[src/logic/pbmr_map.svh]
`ifndef PBMR_MAP_SVH
`define PBMR_MAP_SVH
// register indices
`define PBMR_IDX_CTRL      5'h00
`define PBMR_IDX_STAT      5'h01
`define PBMR_IDX_ID_HI     5'h02
`define PBMR_IDX_ID_LO     5'h03
`define PBMR_IDX_ADV       5'h04
// control bit positions
`define PBMR_CTRL_RST_BIT  15
`define PBMR_CTRL_LOOP_BIT 14
`define PBMR_CTRL_SPD_BIT  13
`define PBMR_CTRL_AN_BIT   12
`define PBMR_CTRL_PDN_BIT  11
`define PBMR_CTRL_ANRS_BIT 9
`define PBMR_CTRL_DUP_BIT  8
`define PBMR_CTRL_COLT_BIT 7
`define PBMR_CTRL_WMASK    16'h7980
`define PBMR_CTRL_RESET    16'h3000
// status bit positions and fixed part
`define PBMR_STAT_ANC_BIT  5
`define PBMR_STAT_RF_BIT   4
`define PBMR_STAT_LINK_BIT 2
`define PBMR_STAT_JAB_BIT  1
`define PBMR_STAT_FMASK    16'hf809
`define PBMR_STAT_FIXED    16'h7809
// advertisement
`define PBMR_ADV_WMASK     16'hbfff
`define PBMR_ADV_RESET     16'h01e1
// identifier field positions
`define PBMR_ID_OUI_LSB    10
`define PBMR_ID_MODEL_LSB  4
`endif

[src/logic/pbmr_pkg.sv]
package pbmr_pkg;
    typedef logic [15:0] pbmr_word_t;
    typedef logic [4:0]  pbmr_index_t;
endpackage

[src/logic/pbmr_acc_if.sv]
`timescale 1ns/100ps
`default_nettype none
interface pbmr_acc_if;
    import pbmr_pkg::*;
    logic        wr;
    logic        rd_stat;
    logic        sreset;
    pbmr_index_t index;
    pbmr_word_t  wdata;
    logic        link_in;
    logic        rf_in;
    logic        jab_in;
    logic        anc_in;
    logic        link_lat;
    logic        rf_lat;
    logic        jab_lat;
    logic        anc_q;
    pbmr_word_t  id_hi;
    pbmr_word_t  id_lo;
    modport top_mp (output wr, rd_stat, sreset, index, wdata, link_in, rf_in, jab_in, anc_in,
                    input link_lat, rf_lat, jab_lat, anc_q, id_hi, id_lo);
    modport lat_mp (input rd_stat, sreset, link_in, rf_in, jab_in, anc_in,
                    output link_lat, rf_lat, jab_lat, anc_q);
    modport id_mp  (input wr, index, wdata, output id_hi, id_lo);
endinterface
`default_nettype wire

[src/logic/pbmr_latch.sv]
`timescale 1ns/100ps
`default_nettype none
`include "pbmr_map.svh"
module pbmr_latch
    import pbmr_pkg::*;
(
    input  wire logic clk,
    input  wire logic rst_n,
    pbmr_acc_if.lat_mp acc
);
    logic link_r, rf_r, jab_r, anc_r;
    logic link_nxt, rf_nxt, jab_nxt, anc_nxt;

    // fault set wins over read clear; a low link input wins over the read re-arm
    always_comb begin
        link_nxt = acc.link_in & (link_r | acc.rd_stat | acc.sreset);
        rf_nxt   = acc.rf_in | (rf_r & ~acc.rd_stat & ~acc.sreset);
        jab_nxt  = acc.jab_in | (jab_r & ~acc.rd_stat & ~acc.sreset);
        anc_nxt  = acc.anc_in;
    end

    always_ff @(posedge clk or negedge rst_n) begin
        if (!rst_n) begin
            link_r <= 1'b0;
            rf_r   <= 1'b0;
            jab_r  <= 1'b0;
            anc_r  <= 1'b0;
        end else begin
            link_r <= link_nxt;
            rf_r   <= rf_nxt;
            jab_r  <= jab_nxt;
            anc_r  <= anc_nxt;
        end
    end

    assign acc.link_lat = link_r;
    assign acc.rf_lat   = rf_r;
    assign acc.jab_lat  = jab_r;
    assign acc.anc_q    = anc_r;
endmodule
`default_nettype wire

[src/logic/pbmr_ident.sv]
`timescale 1ns/100ps
`default_nettype none
`include "pbmr_map.svh"
module pbmr_ident
    import pbmr_pkg::*;
#(
    // identifier defaults are arbitrary values
    parameter logic [15:0] OUI_HI = 16'h1234,
    parameter logic [5:0]  OUI_LO = 6'h2a,
    parameter logic [5:0]  MODEL  = 6'h05,
    parameter logic [3:0]  REV    = 4'h1
)(
    input  wire logic clk,
    input  wire logic rst_n,
    pbmr_acc_if.id_mp acc
);
    localparam pbmr_word_t ID_LO_RST = {OUI_LO, MODEL, REV};
    pbmr_word_t hi_r, lo_r, hi_nxt, lo_nxt;

    // no soft reset term here: kept over soft reset
    always_comb begin
        hi_nxt = hi_r;
        lo_nxt = lo_r;
        if (acc.wr && acc.index == `PBMR_IDX_ID_HI) begin
            hi_nxt = acc.wdata;
        end
        if (acc.wr && acc.index == `PBMR_IDX_ID_LO) begin
            lo_nxt = acc.wdata;
        end
    end

    always_ff @(posedge clk or negedge rst_n) begin
        if (!rst_n) begin
            hi_r <= OUI_HI;
            lo_r <= ID_LO_RST;
        end else begin
            hi_r <= hi_nxt;
            lo_r <= lo_nxt;
        end
    end

    assign acc.id_hi = hi_r;
    assign acc.id_lo = lo_r;
endmodule
`default_nettype wire

[src/logic/phy_basic_management_regs.sv]
`timescale 1ns/100ps
`default_nettype none
`include "pbmr_map.svh"
module phy_basic_management_regs
    import pbmr_pkg::*;
#(
    // identifier defaults are arbitrary values
    parameter logic [15:0] OUI_HI = 16'h1234,
    parameter logic [5:0]  OUI_LO = 6'h2a,
    parameter logic [5:0]  MODEL  = 6'h05,
    parameter logic [3:0]  REV    = 4'h1
)(
    // clock and reset
    input  wire logic        I_MCLK,
    input  wire logic        I_RST_N,
    // management access by index
    input  wire logic [4:0]  I_REG_INDEX,
    input  wire logic        I_REG_WR,
    input  wire logic        I_REG_RD,
    input  wire logic [15:0] I_REG_WDATA,
    output var  logic [15:0] O_REG_RDATA,
    output var  logic        O_REG_RVALID,
    // line state from the transceiver
    input  wire logic        I_LINK_UP,
    input  wire logic        I_AN_DONE,
    input  wire logic        I_REMOTE_FAULT,
    input  wire logic        I_JABBER,
    input  wire logic        I_AN_SPEED_100,
    input  wire logic        I_AN_FULL_DUPLEX,
    // controls to the transceiver
    output var  logic        O_SOFT_RESET,
    output var  logic        O_LOOPBACK,
    output var  logic        O_SPEED_100,
    output var  logic        O_FULL_DUPLEX,
    output var  logic        O_AN_ENABLE,
    output var  logic        O_AN_RESTART,
    output var  logic        O_POWER_DOWN,
    output var  logic        O_COL_TEST,
    output var  logic [15:0] O_ADVERT
);
    function automatic logic hit(input logic strobe, input pbmr_index_t idx,
                                 input pbmr_index_t want);
        return strobe && (idx == want);
    endfunction

    pbmr_acc_if acc ();

    pbmr_word_t ctrl_r, ctrl_nxt;
    pbmr_word_t adv_r, adv_nxt;
    pbmr_word_t rdata_r, rdata_nxt;
    pbmr_word_t stat_word;
    logic       rvalid_r, rvalid_nxt;
    logic       srst_r, srst_nxt;
    logic       anrs_r, anrs_nxt;
    logic       spd_r, spd_nxt;
    logic       dup_r, dup_nxt;
    logic       wr_ctrl, wr_adv;

    assign wr_ctrl = hit(I_REG_WR, I_REG_INDEX, `PBMR_IDX_CTRL);
    assign wr_adv  = hit(I_REG_WR, I_REG_INDEX, `PBMR_IDX_ADV);

    assign acc.wr      = I_REG_WR;
    assign acc.index   = I_REG_INDEX;
    assign acc.wdata   = I_REG_WDATA;
    assign acc.rd_stat = hit(I_REG_RD, I_REG_INDEX, `PBMR_IDX_STAT);
    assign acc.sreset  = srst_r;
    assign acc.link_in = I_LINK_UP;
    assign acc.rf_in   = I_REMOTE_FAULT;
    assign acc.jab_in  = I_JABBER;
    assign acc.anc_in  = I_AN_DONE && ctrl_r[`PBMR_CTRL_AN_BIT];

    pbmr_latch u_latch (
        .clk   (I_MCLK),
        .rst_n (I_RST_N),
        .acc   (acc.lat_mp)
    );

    pbmr_ident #(
        .OUI_HI (OUI_HI),
        .OUI_LO (OUI_LO),
        .MODEL  (MODEL),
        .REV    (REV)
    ) u_ident (
        .clk   (I_MCLK),
        .rst_n (I_RST_N),
        .acc   (acc.id_mp)
    );

    // status word: fixed capabilities plus live and latched bits
    always_comb begin
        stat_word                      = `PBMR_STAT_FIXED;
        stat_word[`PBMR_STAT_ANC_BIT]  = acc.anc_q;
        stat_word[`PBMR_STAT_RF_BIT]   = acc.rf_lat;
        stat_word[`PBMR_STAT_LINK_BIT] = acc.link_lat;
        stat_word[`PBMR_STAT_JAB_BIT]  = acc.jab_lat;
    end

    // control, advertisement and read path
    always_comb begin
        ctrl_nxt   = ctrl_r;
        adv_nxt    = adv_r;
        srst_nxt   = 1'b0;
        anrs_nxt   = 1'b0;
        rdata_nxt  = rdata_r;
        rvalid_nxt = I_REG_RD;
        if (srst_r) begin
            ctrl_nxt = `PBMR_CTRL_RESET;
            adv_nxt  = `PBMR_ADV_RESET;
        end else begin
            if (wr_ctrl) begin
                if (I_REG_WDATA[`PBMR_CTRL_RST_BIT]) begin
                    srst_nxt = 1'b1;
                end else begin
                    ctrl_nxt = I_REG_WDATA & `PBMR_CTRL_WMASK;
                    anrs_nxt = I_REG_WDATA[`PBMR_CTRL_ANRS_BIT];
                end
            end
            if (wr_adv) begin
                adv_nxt = I_REG_WDATA & `PBMR_ADV_WMASK;
            end
        end
        // manual speed and duplex only when negotiation is off
        spd_nxt = ctrl_r[`PBMR_CTRL_AN_BIT] ? I_AN_SPEED_100
                                           : ctrl_r[`PBMR_CTRL_SPD_BIT];
        dup_nxt = ctrl_r[`PBMR_CTRL_AN_BIT] ? I_AN_FULL_DUPLEX
                                           : ctrl_r[`PBMR_CTRL_DUP_BIT];
        if (I_REG_RD) begin
            unique case (I_REG_INDEX)
                `PBMR_IDX_CTRL:  rdata_nxt = ctrl_r;
                `PBMR_IDX_STAT:  rdata_nxt = stat_word;
                `PBMR_IDX_ID_HI: rdata_nxt = acc.id_hi;
                `PBMR_IDX_ID_LO: rdata_nxt = acc.id_lo;
                `PBMR_IDX_ADV:   rdata_nxt = adv_r;
                default:         rdata_nxt = 16'h0000;
            endcase
        end
    end

    always_ff @(posedge I_MCLK or negedge I_RST_N) begin
        if (!I_RST_N) begin
            ctrl_r   <= `PBMR_CTRL_RESET;
            adv_r    <= `PBMR_ADV_RESET;
            rdata_r  <= 16'h0000;
            rvalid_r <= 1'b0;
            srst_r   <= 1'b0;
            anrs_r   <= 1'b0;
            spd_r    <= 1'b1;
            dup_r    <= 1'b0;
        end else begin
            ctrl_r   <= ctrl_nxt;
            adv_r    <= adv_nxt;
            rdata_r  <= rdata_nxt;
            rvalid_r <= rvalid_nxt;
            srst_r   <= srst_nxt;
            anrs_r   <= anrs_nxt;
            spd_r    <= spd_nxt;
            dup_r    <= dup_nxt;
        end
    end

    assign O_REG_RDATA   = rdata_r;
    assign O_REG_RVALID  = rvalid_r;
    assign O_SOFT_RESET  = srst_r;
    assign O_AN_RESTART  = anrs_r;
    assign O_LOOPBACK    = ctrl_r[`PBMR_CTRL_LOOP_BIT];
    assign O_AN_ENABLE   = ctrl_r[`PBMR_CTRL_AN_BIT];
    assign O_POWER_DOWN  = ctrl_r[`PBMR_CTRL_PDN_BIT];
    assign O_COL_TEST    = ctrl_r[`PBMR_CTRL_COLT_BIT];
    assign O_SPEED_100   = spd_r;
    assign O_FULL_DUPLEX = dup_r;
    assign O_ADVERT      = adv_r;
endmodule
`default_nettype wire

[config.mk]
export PLATFORM = sky130hd
export DESIGN_NAME = phy_basic_management_regs
export DESIGN_NICKNAME = d
export VERILOG_FILES = /design/src/logic/pbmr_pkg.sv /design/src/logic/pbmr_acc_if.sv /design/src/logic/pbmr_latch.sv /design/src/logic/pbmr_ident.sv /design/src/logic/phy_basic_management_regs.sv
export VERILOG_INCLUDE_DIRS = /design/src /design/src/logic
export SDC_FILE = /design/constraint.sdc
export NUM_CORES = 1
export LEC_CHECK = 0
export ABC_AREA = 1
export BUFFER_PORTS_ARGS = -buffer_cell sky130_fd_sc_hd__buf_2
export CORE_UTILIZATION = 27
export DETAILED_ROUTE_END_ITERATION = 12
export GPL_ROUTABILITY_DRIVEN = 1
export GPL_TIMING_DRIVEN = 0
export SLEW_MARGIN = 30
export SYNTH_ARGS = -nofsm -noshare
export SYNTH_HDL_FRONTEND = slang
export SYNTH_HIERARCHICAL = 1
export SYNTH_SLANG_ARGS = --single-unit
[constraint.sdc]
create_clock -name I_MCLK -period 1.4 [get_ports I_MCLK]
set_input_delay 0.28 -clock I_MCLK [delete_from_list [all_inputs] [get_ports I_MCLK]]
set_output_delay 0.28 -clock I_MCLK [all_outputs]
set_load 0.01 [all_outputs]
# Yosys cells after proc, flatten, opt, wreduce, memory -nomap -nowiden
# Cells that the tools add are included.
[op_classes]
n_eq_ne = 5
mux = 14
bitwise_logic = 11
n_reduce_logical = 10
[op_table]
columns = ["op", "count"]
rows = [
  ["$mux W16", 5],
  ["$pmux W16 S5", 1],
  ["$eq A5 B2 Y1 const B", 2],
  ["$mux W1", 8],
  ["$logic_and A1 B1 Y1", 6],
  ["$and A1 B1 Y1", 5],
  ["$eq A5 B1 Y1 const B", 1],
  ["$eq A5 B3 Y1 const B", 1],
  ["$logic_not A5 Y1", 1],
  ["$or A1 B1 Y1", 4],
  ["$reduce_bool A2 Y1", 2],
  ["$ne A2 B1 Y1 const B", 1],
  ["$not A1 Y1", 2],
  ["$reduce_and A2 Y1", 1],
]
[word_totals]
register_bits = 89
output_inout_bits = 41

# Logic depth before layout (Yosys ltp)
# Gate-level depths: netlist (run 1).
[depth]
depth_word = 6
mapped_depth = 9
mapped_depth_nobuf = 8

# Modules after synthesis
# Netlist (run 1), hierarchy kept.
[by_module_without_submodules]
columns = ["mod", "instances", "cells_each", "area_per_inst_um2", "seq_area_each_um2"]
rows = [
  ["phy_basic_management_regs", 1, 293, 2287.2, 1061.0],
  ["pbmr_ident", 1, 150, 1372.6, 814.5],
  ["pbmr_latch", 1, 14, 141.4, 100.1],
]

# Least setup slack after synthesis (run 1)
# No wires, ideal clock.
[synth_path]
path_type = "input to register"
start = "input I_REG_INDEX[0]"
end = "register adv_r[11], in the netlist O_ADVERT[11]"
setup_time_ps = 117
arrival_ps = 1136
required_ps = 1283
slack_ps = 146
stages = 8
cell_sequence = "buf_4 > nor2_8 > nand3_4 > nor2_8 > nor2_4 > buf_6 > nand2_1 > nand2_1"
[synth_between]
elab_chain_cells = 3
[synth_lines]
columns = ["element", "line_no", "rtl"]
rows = [
  ["start, declared", "phy_basic_management_regs.sv:17", "input wire logic [4:0] I_REG_INDEX,"],
  ["$eq A5 B3 Y1", "phy_basic_management_regs.sv:43", "return strobe && (idx == want);"],
  ["$logic_and A1 B1 Y1", "phy_basic_management_regs.sv:43", ""],
  ["$reduce_bool A2 Y1 (no line)", "-", ""],
  ["end signal, assigned", "phy_basic_management_regs.sv:142", "adv_r <= `PBMR_ADV_RESET;"],
  ["end signal, assigned", "phy_basic_management_regs.sv:151", "adv_r <= adv_nxt;"],
  ["end, declared", "phy_basic_management_regs.sv:49", "pbmr_word_t adv_r, adv_nxt;"],
]
# No other way between the ends.
# A chain may end at the register's enable or synchronous reset.

# Worst setup path after layout (run 1)
[layout_path]
start = "register ctrl_r[12]"
end = "output O_AN_ENABLE"
[layout_lines]
columns = ["element", "line_no", "rtl"]
rows = [
  ["start, declared", "phy_basic_management_regs.sv:48", "pbmr_word_t ctrl_r, ctrl_nxt;"],
  ["start signal, assigned", "phy_basic_management_regs.sv:141", "ctrl_r <= `PBMR_CTRL_RESET;"],
  ["start signal, assigned", "phy_basic_management_regs.sv:150", "ctrl_r <= ctrl_nxt;"],
  ["end, declared", "phy_basic_management_regs.sv:35", "output var logic O_AN_ENABLE,"],
]
# No word-level cell between the ends.

==> results.yml, run 1 <==
critical_path:
  cp_top_family: "flip-flops"
  crit-reg2reg-launch: "O_SOFT_RESET"
  worstSetupStartpoint: "ctrl_r[12]"
  reg2reg_to: "O_ADVERT[13]"
  worst-setup-path-type: "reg -> out"
  r2r_setup_slack_ns: 0.07
  startpoint_type: "flip-flop"
  worst-path-max-fanout: 8
  crit_path_top_delay_cell: "dfstp_2"
  crit_buf_inv: 1
  endpoint_kind: "output port"
  crit_chain: "buf_2"
  arrival_ns: 1.10
  reg2reg_depth: 4
  crit_required_ns: 1.12
  slowest_delay_ns: 0.60
pwr:
  p_leak_nw: 2.53
  power_density_nw_per_um2: 1260
  power_mw: 5.95
  peakVddDrop_v: 0.000505
sta:
  rsz0062_at_grt: "no"
  skew_ns: 0.00626
  final.period_utilization_pct: 98.7
  setup_viol: 0
  worst_pin_slew_ns: 0.555
  max_freq_ghz: 0.724
  hold_viol: 0
  worst_slack_ns: 0.0184
  fin_crit_ns: 1.38
  maxSlewViolCount: 0
  maxSlewHeadroom_pct: 62.8
place:
  gp_congestion: 0.951
  dp_slack_ns: -0.349
  dp_cells: 704
  dp.final_hpwl_mm: 8.70
  io_buffers: 70
global_routing:
  antenna_found_initial: 0
  grt_pass1_wl_mm: 18.4
  grt_max_degree: 47
  gr-total-overflow: 0
  first_global_vias: 3260
  grt.total_usage_pct: 17.1
clock_tree:
  cts_buffers: 9
  root_buffer: "clkbuf_16"
  cts_tree: "yes"
  cts.clk_slew.worst_paths_ns: 0.06
  cts.sinks: 78
  clockBufferDepth: 2
  htreeDepth: 3
  clk_latency_ns: 0.35
floorplan:
  start_util_pct: 28.1
  die_w_um: 121
  core_area_um2: 13500
  die_h_um: 121
  num_rows: 42
  dieArea_um2: 14600
  ios: 72
synthesis:
  ys_seq_area_share_pct: 52.0
  ys_ff_latch: 78
  postSynthNetCount: 488
  syn_area_um2: 3800
  synth_cell_type_count: 28
  avgSynthCellArea_um2: 8.32
  ys_warn_count: 6
  syn_inst: 457
route:
  drtIter0Drc: 267
  routed_wl_mm: 11.6
  detail_route.wl_per_cell_um: 16.0
  postRouteAntennaNets: 0
  drt-pass1-iter-count: 4
  drc: 0
  via_per_inst: 4.74
  num_vias: 3428
finish:
  fill_cells: 1402
  antenna_cells: 0
  fin_nets: 573
  final_util_pct: 34.8
  syn_to_final_growth_pct: 23.8
  drive_above_1_share_pct: 28.5
  finalNonFillerCells: 723
min_path:
  hold_class: "in -> reg"
  worstHoldEndpoint: "u_latch/acc.rf_lat"
  hold_depth: 3
  min_from: "I_REMOTE_FAULT"
flow_run:
  drv_cap: 0
status:
  status: "completed"
cells in the mapped netlist (all sizes together):
library cell,instances,area (µm²)
nor2,32,205
nand4,26,163
nor4,1,6.26
conb,1,3.75
inv,27,101
nand3,72,398
dfstp,19,499
nand3b,1,11.3
buf,17,128
clkbuf,4,15.0
nand2,174,661
clkinv,3,12.5
a21oi,2,13.8
o211ai,2,15.0
dfrtp,59,1480
o21ai,17,92.6
what timing repair did:
action	in CTS	in global routing
buffers inserted	0	2
endpoints found under the hold margin	28	0
setup endpoints to repair	16	11
resized for setup	3	2
pin swaps	0	2
hold buffers	1	0
worst min-delay path, cell delays in order:
cell,delay (ns)
buf_2,0.07
inv_1,0.03
nand2_1,0.05
worst max path at each step:
stage,to,slack (ns),depth (start not counted)
detailed placement,ctrl_r[8],-0.35,9
floorplan,O_ADVERT[11],0.15,8
global placement,O_REG_RDATA[7],-0.48,1
CTS,ctrl_r[8],0.003,9
global route,O_AN_ENABLE,0.001,1
finish,O_AN_ENABLE,0.02,1
through the flow:
stage	hold WS [ns]	area, µm²	setup TNS, ns
2_1_floorplan	-0.0156	3800	0
5_1_grt	0.141	4710	0
4_1_cts	0.123	4680	0
3_3_place_gp	0.451	4370	-37.41
6_report	0.125	4710	0
3_5_place_dp	0.263	4400	-7.44
per-layer routing:
layer  part of all wire [%]  track usage [%]
met5                      0                0
met4                    2.6             8.95
met3                    6.5             3.02
met2                     45             25.0
met1                     46             24.0
sequential cells by signal, indices dropped and copies added (netlist names):
signal,cells
O_ADVERT,15
O_AN_RESTART,1
O_FULL_DUPLEX,1
O_REG_RDATA,16
O_REG_RVALID,1
O_SOFT_RESET,1
O_SPEED_100,1
ctrl_r,6
u_ident/acc.id_hi,16
u_ident/acc.id_lo,16
u_latch/acc.anc_q,1
u_latch/acc.jab_lat,1
u_latch/acc.link_lat,1
u_latch/acc.rf_lat,1
placed cells by master (no fill, tap or decap), types with 9 or more instances in the layout:
cell type	synthesis	layout
buf_2	6	75
buf_4	7	10
clkbuf_16	0	9
dfrtp_1	59	58
dfstp_2	19	19
inv_1	22	21
nand2_1	173	173
nand3_1	69	69
nand4_1	26	26
nor2_1	19	19
o21ai_0	14	14
kinds of logic after synthesis:
| family | after synthesis | share of synthesized area (%) |
|---|---|---|
| compound gates | 21 | 3.19 |
| buf+inv | 51 | 6.75 |
| flops | 78 | 52.0 |
| other cells | 1 | 0.0987 |
| simple gates | 306 | 38.0 |
final cells by class:
type	count	area, µm²	area share, %
buffer	21	144	3.06
clock buffer	9	225	4.79
clock inverter	7	41.3	0.877
inverter	30	119	2.53
multi-input combinational	328	1570	33.4
sequential	78	1980	42.0
tap	176	220	4.68
timing repair buffer	74	405	8.61
power breakdown:
group	switching [mW]	total, mW	internal, mW
logic	0.575	0.913	0.338
clock network	0.948	2.13	1.19
registers	0.232	2.90	2.67
total	1.75	5.95	4.19
Note: power is estimated with default switching activity, not from simulation.
==> run 2, diff against run 1 <==
--- a/config.mk
+++ b/config.mk
@@ -6,8 +6,8 @@
 export SDC_FILE = /design/constraint.sdc
 export NUM_CORES = 1
 export LEC_CHECK = 0
-export ABC_AREA = 1
 export BUFFER_PORTS_ARGS = -buffer_cell sky130_fd_sc_hd__buf_2
+export CAP_MARGIN = 40
 export CORE_UTILIZATION = 27
 export DETAILED_ROUTE_END_ITERATION = 12
 export GPL_ROUTABILITY_DRIVEN = 1
==> run 2 against run 1 <==
  * The flow now finishes with violations (negative setup slack)
  * Clock skew fell by 0.0019 ns
  * First-iteration DRC count fell by 45%
  * Sequential share of layout area rose by 0.48 points
  * Non-clock buffer count rose by 5
  * Design area fell by 1.2%
  * Die area fell by 7.5%
  * Register-to-register slack barely moved
  * Utilization rose by 1.9 points
  * Clock power rose by 27%
  * Critical endpoint is now ctrl_r[12]
==> results.yml, run 2 <==
floorplan:
  ios: 72
  die_w_um: 116
  core_area_um2: 12700
  num_rows: 41
  die_h_um: 116
  dieArea_um2: 13500
  start_util_pct: 27.7
synthesis:
  ys_seq_area_share_pct: 56.3
  ys_ff_latch: 78
  ys_warn_count: 6
  synthArstFlopShare_pct: 100
  synth.most_common_cell: "dfrtp_1"
  syn_inst: 285
  synth_largest_area_cell: "dfrtp_1"
  synth_edf_count: 0
  synthTopCellsByArea: "dfrtp_1, dfstp_2, mux2_2, mux2i_1, mux2_4"
  postSynthNetCount: 316
  avgSynthCellArea_um2: 12.3
  synthFlopType: "dfrtp_1"
  yosys-top-cells-count: "dfrtp_1, nand2_1, mux2_2"
  synth_cell_type_count: 41
  synth_top_area_share_pct: 42.1
  syn_area_um2: 3510
sta:
  rsz0062_at_grt: "yes"
  hold_viol: 0
  hold_ws_ns: 0.111
  final.period_utilization_pct: 110
  maxSlewViolCount: 0
  setup_viol: 6
  worst_slack_ns: -0.146
  skew_ns: 0.00434
  worst_pin_slew_ns: 0.694
  maxSlewHeadroom_pct: 53.7
  max_freq_ghz: 0.647
  fin_crit_ns: 1.55
clock_tree:
  cts.sinks: 78
  htreeDepth: 3
  clockBufferDepth: 2
  root_buffer: "clkbuf_16"
  cts.clk_slew.worst_paths_ns: 0.06
  cts_tree: "yes"
  cts_buffers: 9
  clk_latency_ns: 0.34
global_routing:
  antenna_found_initial: 1
  grt.total_usage_pct: 16.1
  grt_max_degree: 42
  first_global_vias: 2744
  gr-total-overflow: 0
  grt_pass1_wl_mm: 15.6
pwr:
  power_density_nw_per_um2: 1400
  p_leak_nw: 2.23
  peakVddDrop_v: 0.000555
  power_mw: 6.50
critical_path:
  endpoint_kind: "flip-flop"
  worst-setup-path-type: "in -> reg"
  worst-path-max-fanout: 7
  arrival_ns: 1.82
  crit_required_ns: 1.67
  startpoint_type: "input port"
status:
  status: "finished, violations left"
  violations: "negative setup slack"
place:
  dp.final_hpwl_mm: 7.00
  gp_congestion: 0.748
  dp_cells: 528
  dp_slack_ns: -0.661
  io_buffers: 70
route:
  drt-pass1-iter-count: 4
  detail_route.wl_per_cell_um: 17.8
  drtIter0Drc: 148
  routed_wl_mm: 9.90
  drc: 0
  num_vias: 2641
  via_per_inst: 4.76
  postRouteAntennaNets: 0
flow_run:
  drv_cap: 0
finish:
  drive_above_1_share_pct: 45.5
  layout_commonest_cell: "buf_2"
  syn_to_final_growth_pct: 32.5
  final_util_pct: 36.7
  fin_nets: 408
  finalNonFillerCells: 555
  layout_common_cells: "buf_2, dfrtp_1, nand2_1"
min_path:
  hold_class: "in -> reg"
==> run 2: cell count changes in the layout (fill, tap and decap cells not counted), sizes merged, moves of 7 or more <==
cell,change
nor2,-18
mux2i,+19
nand2,-148
a21oi,+10
nor3,+20
inv,-24
a221o,+7
nand4,-26
mux2,+35
o21ai,-16
nand3,-68
clkbuf,+7
==> run 2: kinds of logic (layout without fill, tap and decap cells) <==
kind of cell | Yosys count | after routing | synth area share [%]
AND/OR/NAND/NOR | 85 | 85 | 13.1
AO/OA/AOI/OAI | 47 | 47 | 9.55
multiplexers | 54 | 54 | 17.7
other | 1 | 2 | 0.107
buffers and inverters | 20 | 117 | 3.24
flip-flops | 78 | 78 | 56.3
==> run 2: metrics by stage <==
stage               instance area [µm²]  setup TNS (ns)
detailed placement                 4130          -25.33
finish                             4650          -0.698
floorplan                          3540           -2.63
CTS                                4600           -1.27
global route                       4650          -0.985
global placement                   4100          -56.06
==> run 2: cell type report <==
class	instances	area (µm²)
Clock inverter	7	121
Antenna cell	1	2.50
Fill cell	1238	8020
Tap cell	172	215
Inverter	1	3.75
Buffer	16	123
Multi-Input combinational cell	187	1480
Timing Repair Buffer	84	507
Clock buffer	9	225
Sequential cell	78	1980
==> run 2: critical path, stage by stage <==
cell and delay [ns]:
buf_12 0.10, or4_4 0.53, or4b_4 0.59, buf_4 0.18, nor3_2 0.09, a21oi_1 0.05
==> run 2: path summary, 6_finish.rpt <==
kind,cells past startpoint,endpoint,slack (ns),from
setup / recovery,6,ctrl_r[12],-0.15,I_REG_INDEX[1]
hold / removal,2,u_latch/acc.rf_lat,0.11,I_REMOTE_FAULT
setup reg to reg,2,O_AN_RESTART,0.08,O_SOFT_RESET
hold reg to reg,1,O_REG_RDATA[2],0.48,O_REG_RDATA[2]
max in group asynchronous,3,O_ADVERT[5],0.29,I_RST_N
min in group asynchronous,2,ctrl_r[11],0.45,I_RST_N
==> run 2: what timing repair did <==
action,in CTS,in global routing
cloned,1,0
endpoints found under the setup margin,32,33
hold endpoints to repair,29,0
hold buffers,1,0
pin swaps,3,4
buffers inserted,6,5
gates resized for setup,21,6
==> run 2: layer usage <==
metal  vias up  global-route usage, %  wire (µm)
li1       1228                      -          -
met1      1338                   20.7       4410
met2        59                   25.5       4780
met3        16                   3.40        517
met4         0                   8.80        191
met5         -                      0          0
==> run 2: where the power goes <==
part           switching [mW]  internal (mW)
Sequential              0.206           2.66
Combinational           0.449          0.487
Clock                   0.951           1.75
Total                    1.61           4.90
==> run 3, diff against run 2 <==
--- a/config.mk
+++ b/config.mk
@@ -12,6 +12,7 @@
 export DETAILED_ROUTE_END_ITERATION = 12
 export GPL_ROUTABILITY_DRIVEN = 1
 export GPL_TIMING_DRIVEN = 0
+export REMOVE_ABC_BUFFERS = 1
 export SLEW_MARGIN = 30
 export SYNTH_ARGS = -nofsm -noshare
 export SYNTH_HDL_FRONTEND = slang
==> run 3 against run 2 <==
  * Final cell count down 1.8%
  * Highest routed layer unchanged
  * Hold slack improved by 0.018 ns
  * Clock skew rose by 0.0035 ns
  * Non-clock buffer count decreased by 9
  * Utilization grew 0.18 points
  * Power shrank 2.2%
  * Register-to-register slack gained 0.07 ns
  * The flow still finishes with violations (negative setup slack)
  * Flip-flop and latch count did not move
  * Global-route usage decreased by 0.48 points
  * Sequential power about the same
  * Maximum frequency is 1.4% higher
==> results.yml, run 3 (same netlist as run 2, synthesis figures left out) <==
critical_path:
  arrival_ns: 1.75
  startpoint_type: "input port"
  crit_buf_inv: 1
  crit_required_ns: 1.63
  cp_top_family: "simple AND/OR/NAND/NOR gates"
  crit_path_top_delay_cell: "or4b_4"
  worst-setup-path-type: "in -> reg"
  endpoint_kind: "flip-flop"
  worst-path-max-fanout: 8
  crit_chain: "buf_8, or4_4, or4b_4, mux2i_1, nor2_1"
  slowest_delay_ns: 0.60
sta:
  worst_slack_ns: -0.124
  max_freq_ghz: 0.656
  maxSlewHeadroom_pct: 50.8
  setup_tns_ns: -0.629
  worst_pin_slew_ns: 0.737
  hold_viol: 0
  maxSlewViolCount: 0
  fin_crit_ns: 1.52
  rsz0062_at_grt: "yes"
  final.period_utilization_pct: 109
  setup_viol: 6
  skew_ns: 0.00781
finish:
  fin_nets: 399
  drive_above_1_share_pct: 47.2
  final_util_pct: 36.9
  finalNonFillerCells: 545
  syn_to_final_growth_pct: 33.1
  layout_commonest_cell: "buf_2"
  fill_cells: 1264
  antenna_cells: 0
  layout_common_cells: "buf_2, dfrtp_1, mux2_2, nand2_1"
pwr:
  switching_share_pct: 24.2
  power_density_nw_per_um2: 1360
  p_switching_mw: 1.54
  p_leak_nw: 2.22
  peakVddDrop_v: 0.000526
  power_mw: 6.36
  seqPwrFrac_pct: 44.9
  p_clk_share_pct: 40.2
  internal_power_mw: 4.82
  p_comb_share_pct: 14.9
route:
  postRouteAntennaNets: 0
  num_vias: 2555
  drtIter0Drc: 114
  routed_wl_mm: 9.69
  drt-pass1-iter-count: 4
  via_per_inst: 4.69
  drc: 0
  detail_route.wl_per_cell_um: 17.8
global_routing:
  first_global_vias: 2644
  gr-total-overflow: 0
  grt.total_usage_pct: 15.7
  grt_pass1_wl_mm: 15.2
  grt_max_degree: 48
  antenna_found_initial: 0
place:
  dp.final_hpwl_mm: 6.16
  io_buffers: 70
  dp_cells: 510
  gp_congestion: 0.724
  dp_slack_ns: -1.01
floorplan:
  die_h_um: 116
  core_area_um2: 12700
  num_rows: 41
  dieArea_um2: 13500
  ios: 72
  start_util_pct: 27.7
  die_w_um: 116
clock_tree:
  clk_latency_ns: 0.34
  cts.sinks: 78
  cts_buffers: 9
  cts_tree: "yes"
  root_buffer: "clkbuf_16"
  cts.clk_slew.worst_paths_ns: 0.06
  htreeDepth: 3
  clockBufferDepth: 2
min_path:
  hold_class: "in -> reg"
status:
  status: "finished, violations left"
  violations: "negative setup slack"
flow_run:
  drv_cap: 0
## run 3: cell types whose count changed in the layout (fill, tap and decap cells not counted), moves of 2 or more
cell	previous run	this run
clkinv_4	2	0
nor3_2	2	0
and3_4	0	2
nor3_1	17	19
buf_16	0	2
buf_6	4	2
a21oi_1	12	7
clkbuf_1	6	1
buf_2	68	64
buf_8	0	3
a21oi_2	0	5
buf_4	13	15
## run 3: layout make-up
cell class	instances	area, µm²	share of cell area (%)
clock buffers	12	256	5.49
multi-input cells	187	1490	31.9
well taps	172	215	4.61
flip-flops and latches	78	1980	42.4
inverters	1	3.75	0.0803
clock inverters	4	70.1	1.50
repair buffers	91	658	14.1
## run 3: worst register-to-register path: stages, from the launching register on
cell and delay (ns):
dfstp_2 0.56, buf_4 0.16, nor3_1 0.05, a211oi_1 0.27, a221o_1 0.15
## run 3: metrics by stage
step,area [µm²],hold WS [ns]
after floorplan,3400,-0.0156
after detailed placement,4010,0.263
after global placement,3970,0.459
after global routing,4670,0.128
after CTS,4610,0.119
final,4670,0.129
## run 3: path summary, 6_finish.rpt
| path | startpoint | end | slack [ns] | cells after the start |
|---|---|---|---|---|
| max | I_REG_INDEX[3] | ctrl_r[11] | -0.12 | 5 |
| min | I_JABBER | u_latch/acc.jab_lat | 0.13 | 2 |
| max reg2reg | ctrl_r[12] | O_REG_RDATA[12] | 0.15 | 4 |
| min reg2reg | O_REG_RDATA[5] | O_REG_RDATA[5] | 0.48 | 1 |
| max in group asynchronous | I_RST_N | u_ident/acc.id_lo[4] | 0.30 | 3 |
| min in group asynchronous | I_RST_N | O_AN_RESTART | 0.44 | 2 |
## run 3: power groups by stage
stage	Sequential [mW]	Clock (mW)	Combinational [mW]
2_1_floorplan	2.92	0	0.450
3_3_place_gp	2.89	0	0.840
3_5_place_dp	2.91	0	0.870
4_1_cts	2.86	2.61	0.939
5_1_grt	2.90	2.69	1.06
6_report	2.86	2.56	0.950
## run 3: timing repair
action                     in CTS  in global routing
setup endpoints to repair      59                 31
setup buffers                  15                  2
resized for setup              19                 12
pin swaps                       3                  5
hold buffers                    1                  0
cloned                          1                  0
hold endpoints to repair       27                  0
## run 3: layer usage
layer | wire length (µm) | track usage (%) | up-vias
met5 | 0 | 0 | -
met4 | 100 | 4.79 | 0
met3 | 488 | 4.65 | 11
met2 | 4580 | 23.7 | 57
met1 | 4520 | 21.5 | 1278
li1 | - | - | 1209
